$ cat config.mk
export PLATFORM = sky130hd
export DESIGN_NAME = pcc_top
export DESIGN_NICKNAME = d
export VERILOG_FILES = /design/src/pcc_pkg.sv /design/src/pcc_nvmem.sv /design/src/pcc_top.sv
export SDC_FILE = /design/constraint.sdc
export NUM_CORES = 1
export LEC_CHECK = 0
export ABC_AREA = 1
export BUFFER_PORTS_ARGS = -buffer_cell sky130_fd_sc_hd__buf_2
export CELL_PAD_IN_SITES_DETAIL_PLACEMENT = 1
export CELL_PAD_IN_SITES_GLOBAL_PLACEMENT = 1
export CORE_ASPECT_RATIO = 1.1
export CORE_MARGIN = 1.5
export CORE_UTILIZATION = 40
export CTS_BUF_LIST = sky130_fd_sc_hd__clkbuf_4
export DETAILED_ROUTE_END_ITERATION = 8
export GPL_ROUTABILITY_DRIVEN = 0
export GPL_TIMING_DRIVEN = 0
export PLACE_DENSITY_LB_ADDON = 0.1
export SYNTH_ARGS = -nofsm -noshare
export SYNTH_HDL_FRONTEND = slang
export SYNTH_SLANG_ARGS = --single-unit
$ cat constraint.sdc
create_clock -name CLK_I -period 3.92 [get_ports CLK_I]
set_input_delay 0.588 -clock CLK_I [delete_from_list [all_inputs] [get_ports CLK_I]]
set_output_delay 0.588 -clock CLK_I [all_outputs]
set_load 0.01 [all_outputs]
$ cat src/pcc_pkg.sv
// package: register numbers, field positions, reset values and codes for the pll config block
package pcc_pkg;
    localparam int unsigned ADDR_W = 7;                 // register number width
    localparam logic [6:0] REG_LAST = 7'h48;            // last register number (72)
    localparam logic [6:0] REG_FIRST_CLOCK_OUTPUT_CTL = 7'h14;        // 20: first output control
    localparam logic [6:0] REG_ODIV_HI = 7'h16;         // 22: slew, post-div, divider msb
    localparam logic [6:0] REG_ODIV_LO = 7'h17;         // 23: divider low byte
    localparam logic [6:0] REG_SECOND_CLOCK_OUTPUT_CTL = 7'h18;        // 24: second output, ref divider
    localparam logic [6:0] REG_INT_HI = 7'h19;          // 25
    localparam logic [6:0] REG_INT_LO = 7'h1a;          // 26
    localparam logic [6:0] REG_NUM_HI = 7'h1b;          // 27
    localparam logic [6:0] REG_NUM_MID = 7'h1c;         // 28
    localparam logic [6:0] REG_NUM_LO = 7'h1d;          // 29
    localparam logic [6:0] REG_DEN_HI = 7'h1e;          // 30
    localparam logic [6:0] REG_DEN_MID = 7'h1f;         // 31
    localparam logic [6:0] REG_DEN_LO = 7'h20;          // 32
    localparam logic [6:0] REG_MOD = 7'h21;             // 33: modulator order, dither
    localparam logic [6:0] REG_CP = 7'h22;              // 34: charge pump, doubler
    localparam logic [6:0] REG_PHASE = 7'h23;           // 35: phase shift, loop filter select
    localparam logic [6:0] REG_LF_R2 = 7'h24;           // 36
    localparam logic [6:0] REG_LF_C1 = 7'h25;           // 37
    localparam logic [6:0] REG_LF_R3 = 7'h26;           // 38
    localparam logic [6:0] REG_LF_C3 = 7'h27;           // 39
    localparam logic [6:0] REG_STATUS = 7'h42;          // 66: read-only sticky flags
    localparam logic [6:0] REG_CAL = 7'h48;             // 72: recalibration trigger
    localparam int unsigned BIT_FIRST_CLOCK_OUTPUT_EN = 2;            // in register 20
    localparam int unsigned BIT_SECOND_CLOCK_OUTPUT_EN = 4;            // in register 24
    localparam int unsigned BIT_REF_DIV4 = 0;           // in register 24
    localparam int unsigned BIT_POST5 = 5;              // in register 22
    localparam int unsigned BIT_DBL = 5;                // in register 34
    localparam int unsigned BIT_LF_SEL = 2;             // in register 35
    localparam int unsigned BIT_CAL_GO = 1;             // in register 72
    localparam int unsigned BIT_LOL = 0;                // status: loss of lock
    localparam int unsigned BIT_CALF = 1;               // status: calibration done
    localparam logic [1:0] SLEW_FAST = 2'h0;            // register 22 bits 7:6
    localparam logic [1:0] SLEW_SLOW = 2'h2;
    localparam logic [8:0] ODIV_MIN = 9'h006;           // legal output divider range
    localparam logic [8:0] ODIV_MAX = 9'h100;
    localparam logic [11:0] INT_MIN = 12'h001;          // feedback integer lower bound
    localparam logic [21:0] DEN_MIN = 22'h000001;       // denominator lower bound
    // non-volatile defaults; values other than the output enables are arbitrary
    localparam logic [7:0] NV_R20 = 8'h04;              // first output enabled
    localparam logic [7:0] NV_R22 = 8'h00;
    localparam logic [7:0] NV_R23 = 8'h10;              // divide by 16
    localparam logic [7:0] NV_R24 = 8'h00;              // second output tri-stated
    localparam logic [7:0] NV_R26 = 8'h64;              // integer 100
    localparam logic [7:0] NV_R32 = 8'h01;              // denominator 1
    localparam logic [7:0] NV_R34 = 8'h04;              // 6.4 mA slice
    // power-up sequencer
    typedef enum logic [1:0] {
        ST_LOAD = 2'b00,
        ST_CAL_GO = 2'b01,
        ST_CAL_WAIT = 2'b10,
        ST_RUN = 2'b11
    } pcc_state_t;
endpackage

$ cat src/pcc_nvmem.sv
// pcc_nvmem: non-volatile default array with registered read data
`timescale 1ns/10ps
`default_nettype none
module pcc_nvmem (
    input wire logic CLK_I,
    input wire logic [pcc_pkg::ADDR_W-1:0] ADDR_I,
    output logic [7:0] DATA_O
);
    import pcc_pkg::*;

    // read data always come from a flop, one cycle after the address
    always_ff @(posedge CLK_I) begin
        unique case (ADDR_I)
            REG_FIRST_CLOCK_OUTPUT_CTL: DATA_O <= NV_R20;
            REG_ODIV_HI: DATA_O <= NV_R22;
            REG_ODIV_LO: DATA_O <= NV_R23;
            REG_SECOND_CLOCK_OUTPUT_CTL: DATA_O <= NV_R24;
            REG_INT_LO: DATA_O <= NV_R26;
            REG_DEN_LO: DATA_O <= NV_R32;
            REG_CP: DATA_O <= NV_R34;
            default: DATA_O <= 8'h00; // unlisted cells hold zero
        endcase
    end
endmodule
`default_nettype wire

$ cat src/pcc_top.sv
// pcc_top: register file, power-up load, calibration and lock flags for the fractional pll
`timescale 1ns/10ps
`default_nettype none
module pcc_top (
    input wire logic CLK_I,
    input wire logic RST_I,
    input wire logic [pcc_pkg::ADDR_W-1:0] ADDR_I,
    input wire logic [7:0] WDATA_I,
    input wire logic WR_I,
    input wire logic RD_I,
    output logic [7:0] RDATA_O,
    input wire logic REF_PULSE_I,
    input wire logic FB_PULSE_I,
    input wire logic CAL_DONE_I,
    output logic CAL_START_O,
    output logic CAL_BUSY_O,
    output logic READY_O,
    output logic [11:0] FB_INT_O,
    output logic [21:0] FB_NUM_O,
    output logic [21:0] FEEDBACK_DENOMINATOR_O,
    output logic [1:0] MOD_ORDER_O,
    output logic [1:0] DITHER_O,
    output logic [3:0] CP_SLICE_O,
    output logic [2:0] PHASE_SHIFT_O,
    output logic LF_SELECT_O,
    output logic [7:0] LF_R2_O,
    output logic [7:0] LF_C1_O,
    output logic [7:0] LF_R3_O,
    output logic [7:0] LF_C3_O,
    output logic POST_DIV5_O,
    output logic [8:0] OUT_DIV_O,
    output logic SLEW_SLOW_O,
    output logic FIRST_CLOCK_OUTPUT_EN_O,
    output logic SECOND_CLOCK_OUTPUT_EN_O,
    output logic REF_DIV4_O,
    output logic REF_DOUBLER_O
);
    import pcc_pkg::*;

    logic [7:0] regs [0:72];            // configuration byte store
    pcc_state_t state_reg;              // power-up sequencer
    logic [6:0] ld_addr_reg;            // address presented to the default array
    logic ld_valid_reg;                 // array data valid for ld_wr_addr_reg
    logic [6:0] ld_wr_addr_reg;         // register receiving the array byte
    logic [7:0] nv_data;                // default array read data
    logic ld_done_reg;                  // last byte copied, commit all live values
    logic wr_en;                        // merged write port
    logic [6:0] wr_addr;
    logic [7:0] wr_data;
    logic odiv_arm_reg;                 // register 23 written, waiting for 22
    logic [1:0] status_reg;             // sticky status flags
    logic rd_status;                    // status read strobe in this cycle
    logic [2:0] ref_sync_reg;           // two sync flops plus edge history
    logic [2:0] fb_sync_reg;
    logic [2:0] cal_sync_reg;
    logic [1:0] slip_bal_reg;           // ref minus fb edge balance
    logic slip;                         // a slip detected this cycle
    logic cal_req;                      // host asked for recalibration
    logic [11:0] int_cand;
    logic [21:0] num_cand;
    logic [21:0] den_cand;
    logic [8:0] odiv_cand;

    pcc_nvmem u_nvmem (
        .CLK_I(CLK_I),
        .ADDR_I(ld_addr_reg),
        .DATA_O(nv_data)
    );

    // bus writes are ignored while defaults are copied in, so the copy cannot be torn
    always_comb begin
        if (ld_valid_reg) begin
            wr_en = 1'b1;
            wr_addr = ld_wr_addr_reg;
            wr_data = nv_data;
        end else begin
            wr_en = WR_I && (state_reg != ST_LOAD);
            wr_addr = ADDR_I;
            wr_data = WDATA_I;
        end
    end

    // default copy: walk every register number, array answers one cycle later
    always_ff @(posedge CLK_I) begin
        if (RST_I) begin
            ld_addr_reg <= 7'h00;
            ld_valid_reg <= 1'b0;
            ld_wr_addr_reg <= 7'h00;
            ld_done_reg <= 1'b0;
        end else begin
            ld_done_reg <= ld_valid_reg && (ld_wr_addr_reg == REG_LAST);
            ld_valid_reg <= (state_reg == ST_LOAD) && !ld_done_reg
                && !(ld_valid_reg && ld_wr_addr_reg == REG_LAST);
            ld_wr_addr_reg <= ld_addr_reg;
            if (state_reg == ST_LOAD && ld_addr_reg != REG_LAST) begin
                ld_addr_reg <= ld_addr_reg + 7'h01;
            end
        end
    end

    // sequencer: calibration starts only after the copy has finished
    always_ff @(posedge CLK_I) begin
        if (RST_I) begin
            state_reg <= ST_LOAD;
        end else begin
            unique case (state_reg)
                ST_LOAD: begin
                    if (ld_done_reg) begin
                        state_reg <= ST_CAL_GO;
                    end
                end
                ST_CAL_GO: state_reg <= ST_CAL_WAIT;
                ST_CAL_WAIT: begin
                    if (cal_sync_reg[1] && !cal_sync_reg[2]) begin // rising done only, old level is stale
                        state_reg <= ST_RUN;
                    end
                end
                ST_RUN: begin
                    if (cal_req) begin
                        state_reg <= ST_CAL_GO;
                    end
                end
            endcase
        end
    end

    assign cal_req = WR_I && ADDR_I == REG_CAL && WDATA_I[BIT_CAL_GO]
        && state_reg == ST_RUN;
    assign rd_status = RD_I && ADDR_I == REG_STATUS; // flags drop at the edge that samples them
    assign CAL_START_O = (state_reg == ST_CAL_GO);
    assign CAL_BUSY_O = (state_reg == ST_CAL_GO) || (state_reg == ST_CAL_WAIT);
    assign READY_O = (state_reg == ST_RUN);

    // byte store; status is held separately and the trigger bit never sticks
    always_ff @(posedge CLK_I) begin
        if (RST_I) begin
            for (int i = 0; i <= 72; i++) begin
                regs[i] <= 8'h00;
            end
        end else if (wr_en && wr_addr <= REG_LAST && wr_addr != REG_STATUS) begin
            if (wr_addr == REG_CAL) begin
                regs[wr_addr] <= wr_data & ~(8'h01 << BIT_CAL_GO);
            end else begin
                regs[wr_addr] <= wr_data;
            end
        end
    end

    // candidates for multi-byte fields, taking the byte being written this cycle
    always_comb begin
        int_cand = {regs[REG_INT_HI][3:0], regs[REG_INT_LO]};
        num_cand = {regs[REG_NUM_HI][5:0], regs[REG_NUM_MID], regs[REG_NUM_LO]};
        den_cand = {regs[REG_DEN_HI][5:0], regs[REG_DEN_MID], regs[REG_DEN_LO]};
        odiv_cand = {regs[REG_ODIV_HI][0], regs[REG_ODIV_LO]};
        if (wr_en && wr_addr == REG_INT_LO) begin
            int_cand[7:0] = wr_data;
        end
        if (wr_en && wr_addr == REG_NUM_LO) begin
            num_cand[7:0] = wr_data;
        end
        if (wr_en && wr_addr == REG_DEN_LO) begin
            den_cand[7:0] = wr_data;
        end
        if (wr_en && wr_addr == REG_ODIV_HI) begin
            odiv_cand[8] = wr_data[0];
        end
    end

    // feedback divider: values apply on the low byte so partial updates never reach the pll
    always_ff @(posedge CLK_I) begin
        if (RST_I) begin
            FB_INT_O <= INT_MIN;
            FB_NUM_O <= 22'h000000;
            FEEDBACK_DENOMINATOR_O <= DEN_MIN;
        end else begin
            if ((ld_done_reg || (wr_en && wr_addr == REG_INT_LO)) && int_cand >= INT_MIN) begin
                FB_INT_O <= int_cand;
            end
            if (ld_done_reg || (wr_en && wr_addr == REG_NUM_LO)) begin
                FB_NUM_O <= num_cand;
            end
            if ((ld_done_reg || (wr_en && wr_addr == REG_DEN_LO)) && den_cand >= DEN_MIN) begin
                FEEDBACK_DENOMINATOR_O <= den_cand;
            end
        end
    end

    // output divider: arm on 23, load on the following 22; out-of-range values are dropped
    always_ff @(posedge CLK_I) begin
        if (RST_I) begin
            odiv_arm_reg <= 1'b0;
            OUT_DIV_O <= ODIV_MIN;
        end else begin
            if (wr_en && wr_addr == REG_ODIV_LO) begin
                odiv_arm_reg <= 1'b1;
            end else if (ld_done_reg || (wr_en && wr_addr == REG_ODIV_HI)) begin
                odiv_arm_reg <= 1'b0;
            end
            if ((ld_done_reg || (wr_en && wr_addr == REG_ODIV_HI && odiv_arm_reg))
                    && odiv_cand >= ODIV_MIN && odiv_cand <= ODIV_MAX) begin
                OUT_DIV_O <= odiv_cand;
            end
        end
    end

    // single-register controls feed straight from the store
    assign MOD_ORDER_O = regs[REG_MOD][1:0];
    assign DITHER_O = regs[REG_MOD][3:2];
    assign CP_SLICE_O = regs[REG_CP][3:0];
    assign PHASE_SHIFT_O = regs[REG_PHASE][6:4];
    assign LF_SELECT_O = regs[REG_PHASE][BIT_LF_SEL];
    assign LF_R2_O = regs[REG_LF_R2];
    assign LF_C1_O = regs[REG_LF_C1];
    assign LF_R3_O = regs[REG_LF_R3];
    assign LF_C3_O = regs[REG_LF_C3];
    assign POST_DIV5_O = regs[REG_ODIV_HI][BIT_POST5];
    assign SLEW_SLOW_O = (regs[REG_ODIV_HI][7:6] == SLEW_SLOW);
    assign FIRST_CLOCK_OUTPUT_EN_O = regs[REG_FIRST_CLOCK_OUTPUT_CTL][BIT_FIRST_CLOCK_OUTPUT_EN];
    assign SECOND_CLOCK_OUTPUT_EN_O = regs[REG_SECOND_CLOCK_OUTPUT_CTL][BIT_SECOND_CLOCK_OUTPUT_EN];
    assign REF_DIV4_O = regs[REG_SECOND_CLOCK_OUTPUT_CTL][BIT_REF_DIV4];
    assign REF_DOUBLER_O = regs[REG_CP][BIT_DBL];

    // pin synchronisers; edges are taken from flops 1 and 2 only
    always_ff @(posedge CLK_I) begin
        if (RST_I) begin
            ref_sync_reg <= 3'h0;
            fb_sync_reg <= 3'h0;
            cal_sync_reg <= 3'h0;
        end else begin
            ref_sync_reg <= {ref_sync_reg[1:0], REF_PULSE_I};
            fb_sync_reg <= {fb_sync_reg[1:0], FB_PULSE_I};
            cal_sync_reg <= {cal_sync_reg[1:0], CAL_DONE_I};
        end
    end

    // slip detector: two edges of one path with none of the other is a lost cycle
    logic ref_edge;
    logic fb_edge;
    assign ref_edge = ref_sync_reg[1] && !ref_sync_reg[2];
    assign fb_edge = fb_sync_reg[1] && !fb_sync_reg[2];
    assign slip = (ref_edge && !fb_edge && slip_bal_reg == 2'h1)
        || (fb_edge && !ref_edge && slip_bal_reg == 2'h3);
    always_ff @(posedge CLK_I) begin
        if (RST_I || slip || state_reg != ST_RUN) begin
            slip_bal_reg <= 2'h0; // detector only runs once calibrated
        end else if (ref_edge && !fb_edge) begin
            slip_bal_reg <= slip_bal_reg + 2'h1;
        end else if (fb_edge && !ref_edge) begin
            slip_bal_reg <= slip_bal_reg - 2'h1;
        end
    end

    // sticky flags clear on the read edge itself, so an event during the read is kept
    always_ff @(posedge CLK_I) begin
        if (RST_I) begin
            status_reg <= 2'h0;
        end else begin
            status_reg[BIT_LOL] <= slip || (status_reg[BIT_LOL] && !rd_status);
            status_reg[BIT_CALF] <= (state_reg == ST_CAL_WAIT && cal_sync_reg[1]
                && !cal_sync_reg[2]) || (status_reg[BIT_CALF] && !rd_status);
        end
    end

    // read port: data in the cycle after the strobe; numbers above 72 read zero
    always_ff @(posedge CLK_I) begin
        if (RST_I) begin
            RDATA_O <= 8'h00;
        end else if (RD_I) begin
            if (ADDR_I == REG_STATUS) begin
                RDATA_O <= {6'h00, status_reg};
            end else if (ADDR_I <= REG_LAST) begin
                RDATA_O <= regs[ADDR_I];
            end else begin
                RDATA_O <= 8'h00;
            end
        end
    end
endmodule
`default_nettype wire

==> impl_metrics.ini <==
[run_status]
status = finished with violations
failed_checks = capacitance limit, slew limit, setup timing

[clocking]
h-tree-depth = 5
ctsRootBufferMaster = clkbuf_4
cts_tree = built
cts_made_buffers = 311
clock_path_buffers = 4
clock-sinks = 1078
insertion_delay_ns = 1.33
clk_pin_slew_ns = 0.06

[power]
irDropWorstVdd_uv = 336
leakagePower_nw = 23.0
p_per_area_nw_per_um2 = 524

[timing]
fin_ws_ns = -0.273
setup_tns_ns = -0.535
period_share_pct = 107
period_minus_slack_ns = 4.19
finClkSkew_ns = 0.0788
maxSlewViolCount = 144
setup_violations = 3
worstMarginPinSlew_ns = 1.69
fmax_ghz = 0.238
whs_ns = 0.0979
finalHoldViolCount = 0
max-slew-margin-rel_pct = -12.4
rsz0062_at_grt = no

[floorplanning]
die_w_um = 331
die_h_um = 363
rows = 132
io_pins = 148
initial_utilization_pct = 40.2
die_area_um2 = 120000
placeableCoreArea_um2 = 117000

[yosys]
yosysUniqueCellTypes = 48
synth-seq-cells = 1078
synth_compound_area_share_pct = 3.85
synthSimpleGateAreaFrac_pct = 25.3
syn_inst = 4805
synth_area_um2 = 47200
syn_area_per_cell_um2 = 9.83
synthAdderAreaFrac_pct = 0.318
synth_edf_count = 968
yosysWarningCount = 0
synth_xor_xnor_area_share_pct = 0.0371
synth_flop_cell = edfxtp_1
synth-seq-area-share_pct = 66.2
ys_async_sr_fraction_pct = 0
synth_top_family_by_area = simple AND/OR/NAND/NOR gates
yosys-mux-area-fraction_pct = 0.0477

[detailed_routing]
routed_wl_mm = 225
vias = 42200
wl_per_cell_um = 30.2
drt-vias-per-instance = 5.66
dr.pass1.iters = 7
drcViolationCount = 0
antenna_left = 0
drtIter0Drc = 5361

[worst_setup_path]
cp_top_family = buffers and inverters
slowest_delay_ns = 1.10
slowest_stage = clkdlybuf4s15_1
cp-start-kind = input port
required_ns = 5.04
timing.critical_path.mode_cell = nand3_1
path_max_fanout = 10
critical_path_class = input port to register
cp_cell_sequence = clkbuf_1, inv_2, clkbuf_1, clkdlybuf4s15_1, nand3_1, nand3_1, nand3_1, nand3_1, nand3_1, nand2_1, nand2_1, o21ai_0, a21oi_1
timing.critical_path.buf_inv = 4
end_kind = register
crit_arrival_ns = 5.31

[grt]
grt_start_max_net_pins = 56
grt_pass1_vias = 41000
antenna_found_initial = 20
grt-ovfl-total = 0
grt_usage_pct = 37.2
grt_pass1_wl_mm = 305

[layout]
stdcell_count = 7445
largest_reg_flops = 960
finalNetCount = 5720
post-route-util_pct = 47.5
area_growth_pct = 18.0
regMostFlops = regs
drive_gt1_share_pct = 13.9
fin_area_um2 = 55700
top_regs = regs x960, FEEDBACK_DENOMINATOR_O x22, FB_NUM_O x14

[run]
drv_cap = 16

[hold_path]
min_path_type = input port to register

[placement]
place_inst = 6885
dpl.hpwl_mm = 157
io_buffers = 143
dpl-instance-area_um2 = 51600
-- cell usage after synthesis (4+ instances only) --
cell type / number / area share (%)
o21ai_0: 188 / 2.0
dfxtp_1: 110 / 4.7
nand2_2: 47 / 0.62
inv_1: 161 / 1.3
edfxtp_1: 968 / 62
nand3_1: 641 / 6.8
o211ai_1: 25 / 0.40
buf_1: 46 / 0.37
nor2_4: 4 / 0.095
nor2_2: 4 / 0.053
buf_4: 14 / 0.22
o22ai_1: 22 / 0.29
clkinv_1: 4 / 0.032
nor4_1: 5 / 0.066
nor2_1: 908 / 7.2
a21oi_1: 86 / 0.91
clkbuf_1: 228 / 1.8
o21ai_1: 5 / 0.053
nor3_1: 9 / 0.095
nand2_1: 1216 / 9.7
buf_2: 30 / 0.32
inv_2: 15 / 0.12
ha_1: 12 / 0.32
nand4_1: 13 / 0.17
-- path summary, 6_finish.rpt --
path | start | slack (ns) | endpoint | depth (start not counted)
hold reg to reg | fb_sync_reg[0] | 0.41 | fb_sync_reg[1] | 2
setup / recovery | ADDR_I[1] | -0.27 | RDATA_O[7] | 13
hold / removal | FB_PULSE_I | 0.1 | fb_sync_reg[0] | 4
setup reg to reg | ld_valid_reg | 0.04 | regs[90][2] | 7
-- cells in the final DEF, fill, tap and decap left out, drive strengths merged, types with 3 or more instances in the layout --
cell type / synthesis / final
a211oi: 3 / 3
a21oi: 86 / 86
a22oi: 3 / 3
a31oi: 3 / 3
buf: 93 / 258
clkbuf: 228 / 700
clkinv: 4 / 52
conb: 1 / 385
dfxtp: 110 / 110
diode: 0 / 7
dlygate4sd3: 0 / 14
edfxtp: 968 / 968
ha: 12 / 12
inv: 176 / 183
nand2: 1266 / 1266
nand3: 642 / 642
nand3b: 3 / 3
nand4: 14 / 14
nor2: 917 / 917
nor3: 14 / 14
nor4: 7 / 7
o211ai: 25 / 25
o21ai: 194 / 194
o22ai: 22 / 22
or2: 3 / 3
-- power by group --
| part | total [W] | switching [W] | internal (W) |
|---|---|---|---|
| registers | 0.0139 | 0.000291 | 0.0137 |
| logic | 0.00484 | 0.00393 | 0.000909 |
| clock network | 0.0104 | 0.00500 | 0.00542 |
| total | 0.0292 | 0.00923 | 0.0200 |
-- repair_timing --
item	CTS	global route
setup endpoints to repair	125	83
buffers inserted	8	3
hold endpoints to repair	49	0
gates cloned	0	0
pin swaps	3	1
hold buffers	14	0
gates resized for setup	3	26
-- metrics by stage --
stage | power [W] | setup slack, ns
after detailed placement | 0.0188 | -1.39
after global placement | 0.0186 | -3.18
after floorplan | 0.0164 | 0.340
after global routing | 0.0300 | 0.0263
final | 0.0292 | -0.273
after CTS | 0.0291 | 0.0157
-- cells by family after synthesis --
| kind of cell | count (synthesis) |
|---|---|
| simple gates | 2871 |
| buf+inv | 501 |
| flops | 1078 |
| mux | 2 |
| other cells | 1 |
| compound gates | 338 |
| fa+ha+maj | 12 |
| xor+xnor | 2 |
-- worst min-delay path, delay by kind of cell --
kind | cells | cell delay, ns
buffers and inverters | 3 | 0.66
and+or+nand+nor | 1 | 0.07
-- cell type report --
| type | count | area, µm² |
|---|---|---|
| fill | 13700 | 61700 |
| sequential | 1078 | 31300 |
| multi-input combinational | 3610 | 15400 |
| clock buffer | 469 | 3520 |
| tap | 1541 | 1930 |
| buffer | 321 | 1360 |
| timing repair buffer | 184 | 1300 |
| inverter | 180 | 676 |
| clock inverter | 55 | 211 |
| antenna | 7 | 17.5 |
-- layer usage --
layer,part of all wire (%),GRT usage (%),up-vias
li1,-,-,17800
met1,37,46.8,20900
met5,0.042,0,-
met3,12,11.0,728
met4,7.4,24.7,16
met2,43,55.3,2706
(Power assumes the default switching activity.)
